--- config.mk ---
export PLATFORM = sky130hd
export DESIGN_NAME = acd_top
export DESIGN_NICKNAME = d
export VERILOG_FILES = /design/src/include/acd_pkg.sv /design/src/hdl/acd_filter.sv /design/src/hdl/acd_top.sv
export SDC_FILE = /design/constraint.sdc
export NUM_CORES = 1
export LEC_CHECK = 0
export ABC_CLOCK_PERIOD_IN_PS = 1970
export BUFFER_PORTS_ARGS = -buffer_cell sky130_fd_sc_hd__buf_2
export CAP_MARGIN = 20
export CORE_MARGIN = 1
export CORE_UTILIZATION = 37
export DETAILED_ROUTE_END_ITERATION = 8
export HOLD_SLACK_MARGIN = 0.02
export PLACE_DENSITY_LB_ADDON = 0.15
export REMOVE_ABC_BUFFERS = 1
export SETUP_SLACK_MARGIN = 0.1
export SYNTH_ARGS = -nofsm -noshare
export SYNTH_HDL_FRONTEND = slang
export SYNTH_HIERARCHICAL = 1
export SYNTH_SLANG_ARGS = --single-unit
--- constraint.sdc ---
create_clock -name clk -period 1.97 [get_ports clk]
set_input_delay 0.0985 -clock clk [delete_from_list [all_inputs] [get_ports clk]]
set_output_delay 0.0985 -clock clk [all_outputs]
set_load 0.1 [all_outputs]
--- src/include/acd_pkg.sv ---
// shared constants and types for the comparator and threshold dac control
package acd_pkg;

  // register offsets on the plain cpu port
  localparam int unsigned ADDR_W = 16;
  localparam int unsigned DATA_W = 8;
  localparam logic [15:0] OFS_CFG_AB = 16'hA038;
  localparam logic [15:0] OFS_CFG_CD = 16'hA039;
  localparam logic [15:0] OFS_LEVEL_ZERO = 16'hA03A;
  localparam logic [15:0] OFS_LEVEL_ONE = 16'hA03B;
  localparam logic [15:0] OFS_DAC_CFG = 16'hA03C;
  localparam logic [15:0] OFS_STATUS = 16'hA03D;
  localparam logic [15:0] OFS_IRQ_MASK = 16'hA03E;
  localparam logic [15:0] OFS_EVENT_LOG = 16'hA03F;

  // reset values
  localparam logic [7:0] RST_CFG = 8'h00;
  localparam logic [7:0] RST_LEVEL = 8'h00;
  localparam logic [7:0] RST_DAC_CFG = 8'h00;
  localparam logic [3:0] RST_NIBBLE = 4'h0;
  localparam logic [3:0] RST_IRQ_MASK = 4'hF;
  localparam logic [7:0] RD_IDLE = 8'h00;

  // per-comparator nibble of a config byte, first comparator in the high nibble
  localparam int unsigned NIB_EN = 3;
  localparam int unsigned NIB_PICK = 2;
  localparam int unsigned NIB_IRQ = 1;
  localparam int unsigned NIB_INV = 0;

  // dac and hysteresis byte
  localparam int unsigned DAC_BIT_BUF = 7;
  localparam int unsigned DAC_BIT_VDDC = 6;
  localparam int unsigned DAC_BIT_LOOP = 5;
  localparam logic [7:0] DAC_CFG_WMASK = 8'hEF;

  // status byte: flags high, live outputs / filter enables low
  localparam int unsigned ST_FLAG_LSB = 4;

  // timing
  localparam int unsigned CLK_MHZ = 250;
  localparam int unsigned FILTER_CYCLES = 16;
  localparam int unsigned SETTLE_US = 20;
  localparam int unsigned SETTLE_CYCLES = SETTLE_US * CLK_MHZ;

  typedef enum logic [1:0] {
    THR_LEVEL_ZERO,
    THR_LEVEL_ONE,
    THR_EXTERNAL
  } acd_thr_src_t;

  typedef struct packed {
    logic [15:0] addr;
    logic [7:0] wdata;
    logic wr;
    logic rd;
  } acd_bus_req_t;

  typedef struct packed {
    logic [3:0] cmp_on;
    logic [3:0] hyst_on;
    acd_thr_src_t [3:0] thr_src;
    logic [7:0] level_zero;
    logic [7:0] level_one;
    logic buf_on;
    logic loop_test;
    logic vddc_pin;
  } acd_analog_t;

endpackage

--- src/hdl/acd_filter.sv ---
// digital glitch filter for one comparator output
`timescale 1ns/1ps
module acd_filter import acd_pkg::*; #(
  parameter int unsigned N = FILTER_CYCLES
) (
  // clock and reset
  input wire logic clk,
  input wire logic rst_b,
  // sample and control
  input wire logic din,
  input wire logic on,
  // filtered level
  output logic dout
);

  initial begin
    if (N < 2 || N > 256) begin
      $error("acd_filter: N out of range");
    end
  end

  // the changing sample counts as the first of the N equal ones
  localparam logic [7:0] CNT_LAST = 8'(N - 2);

  logic [7:0] cnt_q;
  logic [7:0] cnt_d;
  logic last_q;
  logic last_d;
  logic out_q;
  logic out_d;

  // with the filter on, output only moves once the input held one level for N clocks; off, it follows din
  always_comb begin
    last_d = din;
    cnt_d = cnt_q;
    out_d = out_q;
    if (!on) begin
      cnt_d = 8'h00;
      out_d = din;
    end else if (din != last_q) begin
      cnt_d = 8'h00;
    end else if (cnt_q == CNT_LAST) begin
      out_d = last_q;
    end else begin
      cnt_d = cnt_q + 8'h01;
    end
  end

  always_ff @(posedge clk or negedge rst_b) begin
    if (!rst_b) begin
      cnt_q <= 8'h00;
      last_q <= 1'b0;
      out_q <= 1'b0;
    end else begin
      cnt_q <= cnt_d;
      last_q <= last_d;
      out_q <= out_d;
    end
  end

  // bypass keeps the path combinational so an off filter adds no delay
  assign dout = on ? out_q : din;

  a_filter_wait: assert property (@(posedge clk) disable iff (!rst_b)
    (on && $past(on) && (out_q != $past(out_q))) |-> ($past(cnt_q) == CNT_LAST))
    else $error("filtered output moved before the input was stable");

endmodule

--- src/hdl/acd_top.sv ---
// control logic for four comparators and two threshold dacs
`timescale 1ns/1ps
module acd_top import acd_pkg::*; #(
  parameter int unsigned NCMP = 4,
  parameter int unsigned FILT_N = FILTER_CYCLES
) (
  // clock and reset
  input wire logic clk,
  input wire logic rst_b,
  // cpu register port
  input wire acd_bus_req_t bus_req,
  output logic [7:0] rdata_q,
  // raw comparator outputs from the analog cores
  input wire logic [3:0] cmp_raw,
  // analog control bundle and interrupt
  output acd_analog_t ana_q,
  output logic irq_q
);

  initial begin
    if (NCMP != 4) begin
      $error("acd_top: register map serves exactly four comparators");
    end
    if (FILT_N < 2) begin
      $error("acd_top: filter length too short");
    end
  end

  // nibble of comparator i from the two config bytes
  function automatic logic [3:0] cfg_nib(input logic [15:0] cfg, input int i);
    cfg_nib = cfg[15 - 4 * i -: 4];
  endfunction

  // threshold source of comparator i
  function automatic acd_thr_src_t thr_src(input int i, input logic pick);
    if (!pick) begin
      thr_src = THR_LEVEL_ZERO;
    end else if (i == 0) begin
      thr_src = THR_LEVEL_ONE;
    end else begin
      thr_src = THR_EXTERNAL;
    end
  endfunction

  function automatic logic hit(input acd_bus_req_t r, input logic [15:0] ofs);
    hit = r.wr && (r.addr == ofs);
  endfunction

  // ---------------- input synchroniser ----------------
  logic [3:0] raw_s1_q;
  logic [3:0] raw_s2_q;

  always_ff @(posedge clk or negedge rst_b) begin
    if (!rst_b) begin
      raw_s1_q <= RST_NIBBLE;
      raw_s2_q <= RST_NIBBLE;
    end else begin
      raw_s1_q <= cmp_raw;
      raw_s2_q <= raw_s1_q;
    end
  end

  // ---------------- registers ----------------
  logic [15:0] cfg_q;
  logic [15:0] cfg_d;
  logic [7:0] lvl0_q;
  logic [7:0] lvl0_d;
  logic [7:0] lvl1_q;
  logic [7:0] lvl1_d;
  logic [7:0] dac_q;
  logic [7:0] dac_d;
  logic [3:0] filt_on_q;
  logic [3:0] filt_on_d;
  logic [3:0] mask_q;
  logic [3:0] mask_d;
  logic [3:0] log_q;
  logic [3:0] log_d;
  logic [3:0] flag_q;
  logic [3:0] flag_d;
  logic [3:0] live_q;
  logic [3:0] live_d;
  logic [7:0] rdata_d;
  logic irq_d;
  acd_analog_t ana_d;

  logic [3:0] en;
  logic [3:0] inv;
  logic [3:0] irq_on;
  logic [3:0] pick;
  logic [3:0] pol;
  logic [3:0] filt;
  logic [3:0] toggle;
  logic [3:0] flag_clr;
  logic [3:0] log_clr;

  always_comb begin
    logic [3:0] nib;
    nib = RST_NIBBLE;
    for (int i = 0; i < 4; i++) begin
      nib = cfg_nib(cfg_q, i);
      en[i] = nib[NIB_EN];
      inv[i] = nib[NIB_INV];
      irq_on[i] = nib[NIB_IRQ];
      pick[i] = nib[NIB_PICK];
    end
  end

  // polarity ahead of the filter so the filter sees the reported sense
  assign pol = raw_s2_q ^ inv;

  for (genvar g = 0; g < 4; g++) begin : g_filt
    acd_filter #(
      .N(FILT_N)
    ) u_filt (
      .clk(clk),
      .rst_b(rst_b),
      .din(pol[g]),
      .on(filt_on_q[g]),
      .dout(filt[g])
    );
  end

  always_comb begin
    live_d = filt & en;
    // either direction counts; a disabled comparator never flags
    toggle = en & (live_d ^ live_q);
  end

  // register writes
  always_comb begin
    cfg_d = cfg_q;
    lvl0_d = lvl0_q;
    lvl1_d = lvl1_q;
    dac_d = dac_q;
    filt_on_d = filt_on_q;
    mask_d = mask_q;
    flag_clr = RST_NIBBLE;
    log_clr = RST_NIBBLE;
    if (hit(bus_req, OFS_CFG_AB)) begin
      cfg_d[15:8] = bus_req.wdata;
    end
    if (hit(bus_req, OFS_CFG_CD)) begin
      cfg_d[7:0] = bus_req.wdata;
    end
    if (hit(bus_req, OFS_LEVEL_ZERO)) begin
      lvl0_d = bus_req.wdata;
    end
    if (hit(bus_req, OFS_LEVEL_ONE)) begin
      lvl1_d = bus_req.wdata;
    end
    if (hit(bus_req, OFS_DAC_CFG)) begin
      dac_d = bus_req.wdata & DAC_CFG_WMASK;
    end
    if (hit(bus_req, OFS_STATUS)) begin
      filt_on_d = bus_req.wdata[3:0];
      flag_clr = ~bus_req.wdata[ST_FLAG_LSB +: 4];
    end
    if (hit(bus_req, OFS_IRQ_MASK)) begin
      mask_d = bus_req.wdata[3:0];
    end
    if (hit(bus_req, OFS_EVENT_LOG)) begin
      log_clr = bus_req.wdata[3:0];
    end
  end

  // sticky bits: a set in the clearing cycle wins
  always_comb begin
    flag_d = (flag_q & ~flag_clr) | toggle;
    log_d = (log_q & ~log_clr) | toggle;
    irq_d = |(flag_q & irq_on & mask_q);
  end

  // read mux; unmapped addresses and idle cycles read zero
  always_comb begin
    rdata_d = RD_IDLE;
    if (bus_req.rd) begin
      case (bus_req.addr)
        OFS_CFG_AB: rdata_d = cfg_q[15:8];
        OFS_CFG_CD: rdata_d = cfg_q[7:0];
        OFS_LEVEL_ZERO: rdata_d = lvl0_q;
        OFS_LEVEL_ONE: rdata_d = lvl1_q;
        OFS_DAC_CFG: rdata_d = dac_q;
        OFS_STATUS: rdata_d = {flag_q, live_q};
        OFS_IRQ_MASK: rdata_d = {RST_NIBBLE, mask_q};
        OFS_EVENT_LOG: rdata_d = {RST_NIBBLE, log_q};
        default: rdata_d = RD_IDLE;
      endcase
    end
  end

  // analog control bundle
  always_comb begin
    ana_d.cmp_on = en;
    ana_d.hyst_on = dac_q[3:0];
    for (int i = 0; i < 4; i++) begin
      ana_d.thr_src[i] = thr_src(i, pick[i]);
    end
    ana_d.level_zero = lvl0_q;
    ana_d.level_one = lvl1_q;
    ana_d.buf_on = dac_q[DAC_BIT_BUF];
    ana_d.loop_test = dac_q[DAC_BIT_LOOP];
    ana_d.vddc_pin = dac_q[DAC_BIT_VDDC];
  end

  always_ff @(posedge clk or negedge rst_b) begin
    if (!rst_b) begin
      cfg_q <= {RST_CFG, RST_CFG};
      lvl0_q <= RST_LEVEL;
      lvl1_q <= RST_LEVEL;
      dac_q <= RST_DAC_CFG;
      filt_on_q <= RST_NIBBLE;
      mask_q <= RST_IRQ_MASK;
      log_q <= RST_NIBBLE;
      flag_q <= RST_NIBBLE;
      live_q <= RST_NIBBLE;
      rdata_q <= RD_IDLE;
      irq_q <= 1'b0;
      ana_q <= '0;
    end else begin
      cfg_q <= cfg_d;
      lvl0_q <= lvl0_d;
      lvl1_q <= lvl1_d;
      dac_q <= dac_d;
      filt_on_q <= filt_on_d;
      mask_q <= mask_d;
      log_q <= log_d;
      flag_q <= flag_d;
      live_q <= live_d;
      rdata_q <= rdata_d;
      irq_q <= irq_d;
      ana_q <= ana_d;
    end
  end

  // ---------------- checks ----------------
  a_live_gated_off: assert property (@(posedge clk) disable iff (!rst_b)
    1'b1 |=> ((live_q & ~$past(en)) == 4'h0))
    else $error("live bit set for a disabled comparator");

  a_flag_on_toggle: assert property (@(posedge clk) disable iff (!rst_b)
    (toggle != 4'h0) |=> ((flag_q & $past(toggle)) == $past(toggle)))
    else $error("toggle did not set its flag");

  a_flag_sticky: assert property (@(posedge clk) disable iff (!rst_b)
    (!hit(bus_req, OFS_STATUS)) |=> ((flag_q & $past(flag_q)) == $past(flag_q)))
    else $error("flag dropped without a clearing write");

  a_flag_clear_zero: assert property (@(posedge clk) disable iff (!rst_b)
    (hit(bus_req, OFS_STATUS) && !bus_req.wdata[ST_FLAG_LSB] && !toggle[0])
      |=> !flag_q[0])
    else $error("writing zero did not clear the flag");

  a_irq_needs_enable: assert property (@(posedge clk) disable iff (!rst_b)
    irq_q |-> $past((flag_q & irq_on) != 4'h0))
    else $error("interrupt without an enabled flag");

  a_irq_follows_flag: assert property (@(posedge clk) disable iff (!rst_b)
    ((flag_q & irq_on & mask_q) != 4'h0) ##1 ((flag_q & irq_on & mask_q) != 4'h0)
      |-> irq_q)
    else $error("enabled flag did not raise the interrupt");

  a_pick_first: assert property (@(posedge clk) disable iff (!rst_b)
    1'b1 |=> (ana_q.thr_src[0] == ($past(pick[0]) ? THR_LEVEL_ONE : THR_LEVEL_ZERO)))
    else $error("first comparator given the external threshold");

  a_pick_others: assert property (@(posedge clk) disable iff (!rst_b)
    (hit(bus_req, OFS_CFG_CD) && bus_req.wdata[4 + NIB_PICK]) |-> ##2
      (ana_q.thr_src[2] == THR_EXTERNAL) || $past(hit(bus_req, OFS_CFG_CD)))
    else $error("third comparator pick did not select the external input");

  a_level_one_dac: assert property (@(posedge clk) disable iff (!rst_b)
    hit(bus_req, OFS_LEVEL_ONE) ##1 !hit(bus_req, OFS_LEVEL_ONE)
      |=> (ana_q.level_one == $past(bus_req.wdata, 2)))
    else $error("dac output code does not follow level one");

  a_read_one_cycle: assert property (@(posedge clk) disable iff (!rst_b)
    !bus_req.rd |=> (rdata_q == RD_IDLE))
    else $error("read data present without a read");

  c_flag_set: cover property (@(posedge clk) disable iff (!rst_b) toggle[0] ##1 flag_q[0]);
  c_irq_raise: cover property (@(posedge clk) disable iff (!rst_b) $rose(irq_q));
  c_clear_race: cover property (@(posedge clk) disable iff (!rst_b)
    hit(bus_req, OFS_STATUS) && (toggle != 4'h0));
  c_filtered_edge: cover property (@(posedge clk) disable iff (!rst_b)
    filt_on_q[0] && toggle[0]);

endmodule

---- Word level (Yosys, flattened, before mapping) ----
Cells that the tools add are included.
storage, ports and cells
  flip-flop bits (word level) ............. 151
  output and inout bits ................... 44
cells by class
  add/sub/neg operators ................... 4
  eq/ne operators ......................... 28
  muxes and demuxes ....................... 36
  bitwise gates (word level) .............. 13
  reductions and logical operators ........ 13
operator list
  kind                    count
  $eq A16 B16 Y1 const B  8
  $mux W8                 13
  $pmux W8 S8             1
  $add A8 B1 Y8 const B   4
  $eq A8 B4 Y1 const B    4
  $and A4 B4 Y4           6
  $mux W1                 17
  $ne A3 B2 Y1 const B    4
  $not A4 Y4              3
  $logic_and A1 B1 Y1     8
  $mux W4                 2
  $ne A2 B1 Y1 const B    4
  $ne A2 B2 Y1 const B    4
  $or A4 B4 Y4            2
  $reduce_and A2 Y1       4
  $xor A4 B4 Y4           2
  $mux W2                 3
  $ne A1 B1 Y1            4
  $reduce_or A4 Y1        1

---- Depth between registers and ports, before layout ----
Gate-level depths: netlist (run 1).
  depth after elaboration ................. 6
  mapped depth ............................ 6
  mapped depth without buffers ............ 6

---- Hierarchy ----
Netlist (run 1), hierarchy kept.
modules (own cells, without submodules)
  module      instances  cells each  area each (um^2)  seq. area each (um^2)
  acd_top     1          275         4,212.8           2,682.6
  acd_filter  4          58          556.8             250.2

---- Least setup slack after synthesis (run 1) ----
OpenSTA, ideal clock, no wires.
  path kind ............................... input port to flip-flop
  start ................................... in bus_req[20] (netlist bit)
  end ..................................... reg lvl0_q[0]
  library setup time ...................... 125 ps
  arrival ................................. 1,584 ps
  data required time ...................... 1,845 ps
  path slack .............................. 261 ps
  cell stages on the path ................. 5
  cell sequence ........................... nor4b_4 -> nand3_2 -> or4_1 -> buf_4 -> mux2_4
between the ends
  cells in the longest elaborated chain, start to end .. 2
RTL lines
  what                  RTL line        RTL
  start, declared       acd_top.sv:11   input wire acd_bus_req_t bus_req,
  $eq A16 B16 Y1        acd_top.sv:46   hit = r.wr && (r.addr == ofs);
  $logic_and A1 B1 Y1   acd_top.sv:46
  end signal, assigned  acd_top.sv:221  lvl0_q <= lvl0_d;
  end, declared         acd_top.sv:66   logic [7:0] lvl0_q;
No other way between the ends.
A chain may end at the register's enable or synchronous reset.

---- Worst setup path in the final report (run 1) ----
  start ................................... reg cfg_q[8]
  end ..................................... reg flag_q[1]
between the ends
  cells in the longest elaborated chain, start to end .. 6
RTL lines
  what                    RTL line          RTL
  start, declared         acd_top.sv:64     logic [15:0] cfg_q;
  start signal, assigned  acd_top.sv:207    cfg_q <= {RST_CFG, RST_CFG};
  start signal, assigned  acd_top.sv:220    cfg_q <= cfg_d;
  $xor A4 B4 Y4           acd_top.sv:109    assign pol = raw_s2_q ^ inv;
  net pol[1]              acd_top.sv:90     logic [3:0] pol;
  $mux W1                 acd_filter.sv:62  assign dout = on ? out_q : din;
  net filt[1]             acd_top.sv:91     logic [3:0] filt;
  $and A4 B4 Y4           acd_top.sv:124    live_d = filt & en;
  $xor A4 B4 Y4           acd_top.sv:126    toggle = en & (live_d ^ live_q);
  $and A4 B4 Y4           acd_top.sv:126
  $or A4 B4 Y4            acd_top.sv:168    flag_d = (flag_q & ~flag_clr) | toggle;
  net flag_d[1]           acd_top.sv:79     logic [3:0] flag_d;
  end signal, assigned    acd_top.sv:227    flag_q <= flag_d;
  end, declared           acd_top.sv:78     logic [3:0] flag_q;
The timed path passes the listed nets, and every way through them passes these cells.

==> results of run 1 <==
[layout by cell type (no fill, tap or decap), types with 5 or more instances in the layout]
cell / count
sky130_fd_sc_hd__ha_1: 8
sky130_fd_sc_hd__nand2_1: 30
sky130_fd_sc_hd__a21oi_1: 45
sky130_fd_sc_hd__and2_1: 9
sky130_fd_sc_hd__nor3_1: 8
sky130_fd_sc_hd__nand3_2: 7
sky130_fd_sc_hd__nand4_1: 5
sky130_fd_sc_hd__and3_1: 7
sky130_fd_sc_hd__mux2_2: 39
sky130_fd_sc_hd__xor2_1: 8
sky130_fd_sc_hd__clkbuf_16: 17
sky130_fd_sc_hd__dfrtp_1: 143
sky130_fd_sc_hd__dlygate4sd3_1: 10
sky130_fd_sc_hd__nand2b_1: 6
sky130_fd_sc_hd__a21o_1: 12
sky130_fd_sc_hd__nor2_1: 17
sky130_fd_sc_hd__mux2_4: 8
sky130_fd_sc_hd__inv_1: 11
sky130_fd_sc_hd__or4_1: 6
sky130_fd_sc_hd__mux4_2: 11
sky130_fd_sc_hd__o21ai_0: 17
sky130_fd_sc_hd__buf_2: 70
sky130_fd_sc_hd__nand3_1: 24
sky130_fd_sc_hd__buf_4: 23
sky130_fd_sc_hd__mux2i_1: 9
[synthesized netlist by cell type, types with 2 or more instances]
library cell               instances
sky130_fd_sc_hd__or3_2             4
sky130_fd_sc_hd__o31ai_1           4
sky130_fd_sc_hd__a21oi_1          45
sky130_fd_sc_hd__and2_1            9
sky130_fd_sc_hd__nand3_1          24
sky130_fd_sc_hd__nor3b_2           4
sky130_fd_sc_hd__dfstp_2           4
sky130_fd_sc_hd__xnor2_1           4
sky130_fd_sc_hd__nand3b_1          4
sky130_fd_sc_hd__nand2_2           4
sky130_fd_sc_hd__nand4_1           5
sky130_fd_sc_hd__nand3_2           7
sky130_fd_sc_hd__mux2_2           39
sky130_fd_sc_hd__nor2_1           17
sky130_fd_sc_hd__or3_1             4
sky130_fd_sc_hd__mux2_1            4
sky130_fd_sc_hd__and4bb_1          4
sky130_fd_sc_hd__dfrtp_1         143
sky130_fd_sc_hd__a21o_1           12
sky130_fd_sc_hd__mux2i_1           9
sky130_fd_sc_hd__nand2b_1          6
sky130_fd_sc_hd__buf_2             6
sky130_fd_sc_hd__mux2_4            8
sky130_fd_sc_hd__or4_1             6
sky130_fd_sc_hd__nor3_2            2
sky130_fd_sc_hd__a31oi_1           4
sky130_fd_sc_hd__o21ai_0          17
sky130_fd_sc_hd__xor2_1            8
sky130_fd_sc_hd__nor3b_1           4
sky130_fd_sc_hd__inv_1            11
sky130_fd_sc_hd__nor3_1            8
sky130_fd_sc_hd__buf_4             5
sky130_fd_sc_hd__mux4_2           11
sky130_fd_sc_hd__nand2_1          30
sky130_fd_sc_hd__a211o_1           4
sky130_fd_sc_hd__and3_1            7
sky130_fd_sc_hd__clkbuf_1          5
sky130_fd_sc_hd__nor4_4            2
sky130_fd_sc_hd__ha_1              8
[worst max-delay path, stage by stage (launching register included)]
cell and delay, ns:
sky130_fd_sc_hd__dfrtp_1 0.43, sky130_fd_sc_hd__xor2_1 0.19, sky130_fd_sc_hd__buf_4 0.16, sky130_fd_sc_hd__mux2_2 0.27, sky130_fd_sc_hd__xor2_1 0.14, sky130_fd_sc_hd__and2_1 0.17, sky130_fd_sc_hd__a21oi_1 0.10, sky130_fd_sc_hd__o21ai_0 0.09
[metrics by stage]
step / total power, mW / utilization
floorplan: 3.20 / -
global placement: 3.37 / 0.430
detailed placement: 3.38 / 0.430
CTS: 6.87 / 0.474
global route: 7.02 / 0.474
finish: 6.77 / 0.474
[what timing repair did]
| item | in CTS | in global routing |
|---|---|---|
| resized for setup | 0 | 0 |
| endpoints found under the setup margin | 0 | 0 |
| hold endpoints to repair | 178 | 0 |
| hold buffers | 10 | 0 |
[logic make-up after synthesis]
kind of cell | after synthesis | synth area share
buf+inv | 27 | 0.0198
simple gates | 155 | 0.153
xor+xnor | 12 | 0.0163
other cells | 1 | 0.000582
flops | 147 | 0.572
fa+ha+maj | 8 | 0.0155
mux | 71 | 0.146
compound gates | 86 | 0.0762
[routing by layer]
metal	vias up	routed length (microns)	GRT usage
li1	2066	-	-
met1	2173	6840	0.235
met2	81	7190	0.291
met3	18	588	0.0506
met4	2	192	0.0612
met5	-	8	0
[sequential cells by signal, summed over array words and instances (netlist names)]
signal / flops
irq_q: 1
flag_q: 4
mask_q: 4
g_filt.u_filt/out_q: 4
lvl0_q: 8
dac_q: 7
ana_q: 31
g_filt.u_filt/cnt_q: 32
raw_s2_q: 4
raw_s1_q: 4
log_q: 4
cfg_q: 16
live_q: 4
lvl1_q: 8
filt_on_q: 4
g_filt.u_filt/last_q: 4
rdata_q: 8
[power by group]
group | switching, mW | internal, mW
Combinational | 0.193 | 0.0927
Clock | 1.20 | 2.23
Sequential | 0.0105 | 3.04
Total | 1.41 | 5.36
[worst max path at each step]
stage | from | endpoint | slack (ns) | depth (start not counted)
final | cfg_q[8] | flag_q[1] | 0.29 | 7
after global routing | cfg_q[4] | flag_q[2] | 0.13 | 6
after CTS | cfg_q[8] | flag_q[1] | 0.28 | 7
after detailed placement | bus_req[20] | lvl0_q[5] | 0.05 | 6
after global placement | bus_req[20] | lvl0_q[6] | 0.10 | 6
after floorplan | bus_req[20] | lvl0_q[0] | 0.15 | 4
[layout make-up]
class | count | area share
clock inverter | 9 | 0.0192
clock buffer | 21 | 0.0605
multi-input combinational | 336 | 0.332
timing repair buffer | 106 | 0.0849
sequential | 147 | 0.463
tap | 220 | 0.0346
inverter | 11 | 0.00520
==> impl_metrics.csv, run 1 <==
group,metric,value,unit
timing,rsz0062_at_grt,"no",
placed_design,postPlaceCellArea,7210,sq um
placed_design,post-place-cells,810,
timing,maxSlewHeadroom,0.624,
placed_design,dpl.hpwl,10.5,mm
synthesis,synthTopCellsByArea,"sky130_fd_sc_hd__dfrtp_1 (56%), sky130_fd_sc_hd__mux2_2 (6.8%), sky130_fd_sc_hd__mux4_2 (3.8%)",
synthesis,synth_top_cell_area_share,0.556,
setup_path,r2r_end,"flag_q[1]",
setup_path,reg2reg_from,"cfg_q[8]",
floorplanning,die-width,134,microns
synthesis,synth_top_cell_by_area,"sky130_fd_sc_hd__dfrtp_1",
clock_network,clock_path_buffers,2,
route,ant_nets,0,
pwr,power.static_leakage,3.81,nW
timing,clock_skew,0.0117,ns
clock_network,cts.sink_count,147,
synthesis,synth.lib_cells_used.distinct,44,
global_routing,grt_use_total,0.181,
clock_network,cts_buffers,17,
route,avgRoutedWirePerCell,17.4,microns
clock_network,tritoncts,"built",
floorplanning,fp.dieArea,17900,sq um
worst_hold_path,end_of_the_worst_hold_path,"mask_q[2]",
global_routing,largest_net_degree_at_the_start_of_global_routing,57,
setup_path,worstPathArrival,1.98,ns
synthesis,postSynth.topFlopCell,"sky130_fd_sc_hd__dfrtp_1",
floorplanning,fp.coreArea,16800,sq um
synthesis,avgSynthCellArea,12.7,sq um
clock_network,clock_transition_time_at_the_flip_flop_clock_pins_of_the_worst_setup_and_hold_paths,0.06,ns
global_routing,grt_overflow,0,
final_layout,seqCellArea,3680,sq um
pwr,power_per_cell_area,852,nW/um^2
floorplanning,number_of_rows_in_the_core_area,47,
synthesis,ys.warnings.count,6,
floorplanning,start_util,0.384,
clock_network,cts-root-buf,"sky130_fd_sc_hd__clkbuf_16",
worst_hold_path,holdCritPathClass,"in -> reg",
worst_hold_path,worstHoldPathCells,2,
final_layout,layout.filler_cells,1547,
clock_network,clk_latency_worst_skew_pair,0.43,ns
global_routing,antenna_found_initial,1,
final_layout,antenna_cells,0,
setup_path,critPathMaxFanout,5,
placed_design,number_of_port_buffers,71,
timing,worst_margin_pin_slew,0.561,ns
pwr,irDropWorstVdd,0.000625,V
final_layout,area.growth.synth_to_final,23.4,%
final_layout,multi_input_area,2640,sq um
timing,final.period_utilization,0.853,
placed_design,preCtsSetupSlack,0.0467,ns
route,vias,4340,
timing,final_max_slew_viol_count,0,
final_layout,drive_above_1_share,0.341,
synthesis,count_of_state_elements_after_synthesis,147,
setup_path,ff2ff_path_depth,7,
synthesis,postSynth.asyncResetShare,1.00,
synthesis,post_synth_instance_area,6440,sq um
floorplanning,die-height,134,microns
final_layout,final_std_cell_area_no_fill,7950,sq um
timing,hold_viol,0,
setup_path,worst-r2r-setup-slack,0.29,ns
timing,fmax,0.595,GHz
global_routing,first_global_vias,4442,
setup_path,worst-setup-path-type,"reg -> reg",
placed_design,gp_routability_congestion,0.830,
timing,setup_viol_count_final,0,
route,drt_iter0_drc,269,
route,drt_pass1_iterations,4,
setup_path,worst-endpoint-required,2.27,ns
final_layout,fin_nets,659,
timing,timing.final.ws_setup,0.289,ns
route,detail_route.vias_per_cell,5.11,
clock_network,htree_num_levels,4,
route,totalWireLength,14.8,mm
worst_hold_path,min_from,"bus_req[4]",
final_layout,finalNonFillerCells,850,
timing,setup-tns-final,0,ns
clock_network,postCtsSetupRepairBufs,0,
synthesis,netlist_instances,507,
synthesis,number_of_synthesized_flops_with_an_enable_pin,0,
setup_path,critical_path.endpoint_type,"flop",
timing,finalHoldWorstSlack,0.0391,ns
run_status,result_of_the_run,"finished, final reports clean",
flow_run,drv_cap,0,
timing,post-route-min-period,1.68,ns
floorplanning,io_pins,76,
global_routing,global_route_wire_length_before_repair,24.4,mm
route,drc_markers,0,
setup_path,worstSetupStartpointType,"flop",
synthesis,synth-seq-area-share,0.572,
Power figures use the tool's default switching activity.
==> inputs of run 2 (changes only) <==
--- a/config.mk
+++ b/config.mk
@@ -9,4 +9,4 @@
 export BUFFER_PORTS_ARGS = -buffer_cell sky130_fd_sc_hd__buf_2
-export CAP_MARGIN = 20
-export CORE_MARGIN = 1
+export CAP_MARGIN = 30
+export CORE_MARGIN = 2
 export CORE_UTILIZATION = 37
--- a/constraint.sdc
+++ b/constraint.sdc
@@ -3,2 +3,2 @@
 set_output_delay 0.0985 -clock clk [all_outputs]
-set_load 0.1 [all_outputs]
+set_load 0.05 [all_outputs]
==> run 2 against run 1 <==
Against the previous run: core utilization is 1.2 points lower; worst setup slack worse by 0.028 ns; final cell count is 0.82% higher; fmax is 1.6% lower; critical path depth is 1 lower; power is 1.2% lower; hold slack better by 0.0045 ns; flip-flop and latch count stayed put; global-route usage is 0.24 points lower; non-clock buffer count stayed put; first-iteration DRC count is 1.1% lower; clock power is 2% lower; highest routed layer is now met4.
==> impl_metrics.csv, run 2 (synthesized netlist as in run 1, its figures left out) <==
group,metric,value,unit
run_status,result_of_the_run,"finished, final reports clean",
setup_path,worst-endpoint-required,2.28,ns
timing,final_max_slew_viol_count,0,
final_layout,registers.top_by_ff_count,"g_filt.u_filt/cnt_q",
floorplanning,die-height,136,microns
clock_network,clk_latency_worst_skew_pair,0.43,ns
pwr,irDropWorstVdd,0.000633,V
clock_network,htree_num_levels,4,
global_routing,largest_net_degree_at_the_start_of_global_routing,60,
placed_design,gp_routability_congestion,0.827,
setup_path,critPathMaxFanout,5,
floorplanning,io_pins,76,
placed_design,post-place-cells,816,
timing,worst_margin_pin_slew,0.586,ns
global_routing,grt_use_total,0.179,
placed_design,number_of_port_buffers,71,
final_layout,biggestRegsByFlops,"g_filt.u_filt/cnt_q x32, ana_q x31, cfg_q x16",
setup_path,worst-setup-path-type,"reg -> reg",
floorplanning,start_util,0.375,
final_layout,fin_nets,659,
setup_path,worstPathArrival,2.01,ns
timing,maxSlewHeadroom,0.609,
setup_path,critPathMaxStageDelay,0.42,ns
setup_path,worst_path_most_repeated_cell,"sky130_fd_sc_hd__xor2_1",
timing,setup-tns-final,0,ns
timing,setup_viol_count_final,0,
clock_network,cts_hold_buf,9,
clock_network,cts.sink_count,147,
clock_network,postCtsSetupRepairBufs,0,
clock_network,tritoncts,"built",
worst_hold_path,holdCritPathClass,"in -> reg",
setup_path,critical_path.endpoint_type,"flop",
route,drt_pass1_iterations,4,
placed_design,dpl.hpwl,10.9,mm
timing,final.period_utilization,0.867,
clock_network,clock_transition_time_at_the_flip_flop_clock_pins_of_the_worst_setup_and_hold_paths,0.06,ns
setup_path,worstSetupStartpointType,"flop",
timing,clock_skew,0.00898,ns
clock_network,cts.repair.resized,0,
route,vias,4476,
clock_network,cts-root-buf,"sky130_fd_sc_hd__clkbuf_16",
final_layout,layout_common_cells,"sky130_fd_sc_hd__dfrtp_1 (143), sky130_fd_sc_hd__buf_2 (70), sky130_fd_sc_hd__a21oi_1 (45), sky130_fd_sc_hd__mux2_2 (39), sky130_fd_sc_hd__nand2_1 (30)",
floorplanning,fp.dieArea,18500,sq um
timing,post-route-min-period,1.71,ns
setup_path,timing.critical_path.cells,"xor2_1 > mux2_2 > xor2_1 > and2_1 > a21oi_1 > o21ai_0",
floorplanning,fp.coreArea,17200,sq um
route,drt_iter0_drc,266,
final_layout,drive_above_1_share,0.345,
global_routing,grt_overflow,0,
floorplanning,die-width,136,microns
clock_network,cts_buffers,17,
final_layout,largest_register_ffs,32,
global_routing,global_route_wire_length_before_repair,24.8,mm
final_layout,final_common_cell,"sky130_fd_sc_hd__dfrtp_1",
clock_network,clock_path_buffers,2,
final_layout,antenna_cells,0,
pwr,power.static_leakage,3.79,nW
worst_hold_path,min_from,"bus_req[5]",
timing,timing.final.ws_setup,0.262,ns
setup_path,reg2reg_from,"cfg_q[4]",
timing,fmax,0.585,GHz
final_layout,finalNonFillerCells,857,
final_layout,area.growth.synth_to_final,23.2,%
setup_path,crit_path_top_delay_cell,"sky130_fd_sc_hd__xor2_1",
route,drc_markers,0,
timing,hold_viol,0,
setup_path,crit_start,"cfg_q[4]",
floorplanning,number_of_rows_in_the_core_area,48,
route,totalWireLength,15.6,mm
route,avgRoutedWirePerCell,18.2,microns
placed_design,preCtsSetupSlack,0.0653,ns
global_routing,first_global_vias,4416,
global_routing,antenna_found_initial,0,
timing,rsz0062_at_grt,"no",
final_layout,postLayoutCoreUtil,0.462,
flow_run,drv_cap,0,
route,detail_route.vias_per_cell,5.22,
route,ant_nets,0,
pwr,power_per_cell_area,843,nW/um^2
run 2: changes by cell type in the layout (fill, tap and decap cells not counted):
cell / previous run / this run
sky130_fd_sc_hd__buf_4: 23 / 24
sky130_fd_sc_hd__bufinv_16: 4 / 3
sky130_fd_sc_hd__clkbuf_8: 4 / 1
sky130_fd_sc_hd__clkinv_2: 2 / 0
sky130_fd_sc_hd__clkinv_4: 0 / 3
sky130_fd_sc_hd__clkinvlp_4: 3 / 6
sky130_fd_sc_hd__dlygate4sd3_1: 10 / 9
sky130_fd_sc_hd__inv_6: 0 / 2
run 2: critical path: cells and delay by family (launching register included):
| kind | cells | cell delay (ns) |
|---|---|---|
| and+or+nand+nor | 1 | 0.18 |
| xor gates and xnor gates | 2 | 0.50 |
| DFF | 1 | 0.40 |
| AOI/OAI and AO/OA | 2 | 0.21 |
| muxes | 1 | 0.30 |
run 2: per-layer routing:
layer | vias up | track usage | part of all wire
met1 | 2299 | 0.257 | 0.48
met4 | 0 | 0.0666 | 0.019
li1 | 2053 | - | -
met2 | 104 | 0.267 | 0.46
met3 | 20 | 0.0384 | 0.040
met5 | - | 0 | 0
run 2: where the power goes:
part / internal (mW) / switching, mW
Clock: 2.04 / 1.34
Sequential: 3.04 / 0.0108
Combinational: 0.0923 / 0.177
Total: 5.17 / 1.53
run 2: cell type report:
class	count	area (sq um)
Multi-Input combinational cell	336	2640
Tap cell	225	282
Sequential cell	147	3680
Clock buffer	18	439
Timing Repair Buffer	106	672
Fill cell	1568	9240
Inverter	11	41.3
Clock inverter	14	179
run 2: worst paths after layout:
kind                                              to  slack, ns  depth (start not counted)
setup / recovery                           flag_q[2]       0.26                          6
hold / removal                             mask_q[3]       0.04                          2
setup reg to reg                           flag_q[2]       0.26                          6
hold reg to reg                          raw_s2_q[3]       0.35                          0
max in group asynchronous                  ana_q[32]       1.08                          3
min in group asynchronous  g_filt[3].u_filt/cnt_q[6]       0.23                          2
run 2: through the flow:
stage | hold WS, ns | total power [mW] | cell area (sq um)
finish | 0.0436 | 6.69 | 7940
global route | 0.0497 | 6.93 | 7940
CTS | 0.0218 | 6.75 | 7940
detailed placement | 0.127 | 3.36 | 7230
global placement | 0.128 | 3.36 | 7230
floorplan | -0.197 | 3.18 | 6360
==> inputs of run 3 (changes only) <==
PLACE_DENSITY = 0.54   (was not set)
PLACE_DENSITY_LB_ADDON = not set   (was 0.15)
==> run 3 against run 2 <==
Against the previous run: combinational power is essentially flat; hold slack lost 0.0089 ns; sequential share of layout area is essentially flat; first-iteration DRC count shrank 11%; clock skew is essentially flat; clock-buffer cell count shrank 1; power shrank 1.1%; cell area is essentially flat.
==> impl_metrics.csv, run 3 (synthesized netlist as in run 1, its figures left out) <==
group,metric,value,unit
final_layout,antenna_cells,0,
setup_path,reg2reg_from,"cfg_q[8]",
worst_hold_path,end_of_the_worst_hold_path,"rdata_q[2]",
route,drc_markers,0,
flow_run,drv_cap,0,
route,vias,4399,
floorplanning,start_util,0.375,
setup_path,worst-endpoint-required,2.27,ns
clock_network,clock_path_buffers,2,
worst_hold_path,min_from,"bus_req[12]",
setup_path,worstPathArrival,1.97,ns
timing,maxSlewHeadroom,0.620,
placed_design,number_of_port_buffers,71,
final_layout,largest_register_ffs,32,
floorplanning,die-width,136,microns
timing,final.period_utilization,0.851,
floorplanning,fp.coreArea,17200,sq um
global_routing,met3_usage,0.0429,
worst_hold_path,worstHoldPathCells,3,
setup_path,critPathMaxFanout,5,
route,avgRoutedWirePerCell,17.1,microns
floorplanning,number_of_rows_in_the_core_area,48,
clock_network,cts.sink_count,147,
final_layout,registers.top_by_ff_count,"g_filt.u_filt/cnt_q",
clock_network,tritoncts,"built",
floorplanning,io_pins,76,
route,drt_pass1_iterations,4,
pwr,irDropWorstVdd,0.000594,V
placed_design,dpl.hpwl,10.4,mm
global_routing,largest_net_degree_at_the_start_of_global_routing,52,
route,detail_route.vias_per_cell,5.12,
clock_network,htree_num_levels,4,
floorplanning,fp.dieArea,18500,sq um
pwr,power.static_leakage,3.82,nW
run_status,result_of_the_run,"finished, final reports clean",
setup_path,worst-r2r-setup-slack,0.29,ns
floorplanning,die-height,136,microns
global_routing,grt-busiest-layer,"met2",
timing,fmax,0.596,GHz
global_routing,grt_overflow,0,
final_layout,fin_nets,662,
route,ant_nets,0,
worst_hold_path,holdCritPathClass,"in -> reg",
setup_path,critical_path.endpoint_type,"flop",
timing,final_max_slew_viol_count,0,
timing,setup_viol_count_final,0,
global_routing,groute.layer.met1.usage,0.243,
global_routing,global_route_wire_length_before_repair,24.1,mm
final_layout,layout_common_cells,"sky130_fd_sc_hd__dfrtp_1 (143), sky130_fd_sc_hd__buf_2 (70), sky130_fd_sc_hd__a21oi_1 (45), sky130_fd_sc_hd__mux2_2 (39), sky130_fd_sc_hd__nand2_1 (30)",
timing,finalHoldWorstSlack,0.0346,ns
setup_path,r2r_end,"flag_q[1]",
global_routing,antenna_found_initial,1,
setup_path,worstSetupStartpointType,"flop",
timing,worst_margin_pin_slew,0.568,ns
clock_network,cts_buffers,17,
final_layout,postLayoutCoreUtil,0.462,
timing,setup-tns-final,0,ns
placed_design,gp_routability_congestion,0.791,
timing,hold_viol,0,
pwr,power_per_cell_area,834,nW/um^2
setup_path,ff2ff_path_depth,7,
clock_network,cts-root-buf,"sky130_fd_sc_hd__clkbuf_16",
setup_path,worst-setup-path-type,"reg -> reg",
route,totalWireLength,14.7,mm
final_layout,area.growth.synth_to_final,23.3,%
clock_network,cts.repair.resized,0,
route,drt_iter0_drc,236,
final_layout,final_common_cell,"sky130_fd_sc_hd__dfrtp_1",
clock_network,clk_latency_worst_skew_pair,0.42,ns
final_layout,biggestRegsByFlops,"g_filt.u_filt/cnt_q x32, ana_q x31, cfg_q x16",
clock_network,clock_transition_time_at_the_flip_flop_clock_pins_of_the_worst_setup_and_hold_paths,0.06,ns
global_routing,grt_use_total,0.172,
global_routing,m2_gr_usage,0.258,
timing,post-route-min-period,1.68,ns
final_layout,drive_above_1_share,0.346,
timing,rsz0062_at_grt,"no",
global_routing,first_global_vias,4486,
timing,clock_skew,0.00856,ns
run 3: routing by layer:
metal,wire (microns),vias to the layer above
li1,-,2070
met1,7020,2224
met2,6850,85
met3,571,18
met4,247,2
met5,11,-
run 3: final cells by class:
type                       instances  area [sq um]
inverter                          11          41.3
timing repair buffer             109           684
multi-input combinational        336          2640
clock inverter                    15           181
fill                            1610          9240
tap                              225           282
sequential                       147          3680
clock buffer                      17           425
run 3: worst max path at each step:
stage | start | end | slack [ns] | cells past startpoint
finish | cfg_q[8] | flag_q[1] | 0.29 | 7
global route | cfg_q[0] | flag_q[3] | 0.12 | 6
CTS | cfg_q[8] | flag_q[1] | 0.27 | 7
detailed placement | bus_req[19] | cfg_q[9] | 0.06 | 7
global placement | bus_req[19] | lvl0_q[1] | 0.08 | 6
floorplan | bus_req[20] | lvl0_q[0] | 0.15 | 4
run 3: worst max-delay path: stages (launching register included):
cell,delay (ns)
sky130_fd_sc_hd__dfrtp_1,0.43
sky130_fd_sc_hd__xor2_1,0.18
sky130_fd_sc_hd__buf_4,0.16
sky130_fd_sc_hd__mux2_2,0.27
sky130_fd_sc_hd__xor2_1,0.14
sky130_fd_sc_hd__and2_1,0.17
sky130_fd_sc_hd__a21oi_1,0.10
sky130_fd_sc_hd__o21ai_0,0.09
run 3: repair_timing:
action | CTS | global route
setup buffers | 0 | 0
hold buffers | 10 | 0
endpoints found under the hold margin | 70 | 0
run 3: power by group:
part	internal [mW]	total [mW]	switching, mW
Combinational	0.0938	0.267	0.173
Clock	2.00	3.30	1.30
Sequential	3.04	3.05	0.0104
Total	5.13	6.62	1.49
run 3: through the flow:
step	setup WS, ns	total power, mW	cell area, sq um	std cells
2_1_floorplan	0.151	3.18	6360	494
3_3_place_gp	0.0796	3.36	7230	818
3_5_place_dp	0.0582	3.36	7230	818
4_1_cts	0.268	6.70	7940	860
5_1_grt	0.124	6.88	7940	860
6_report	0.293	6.62	7940	860
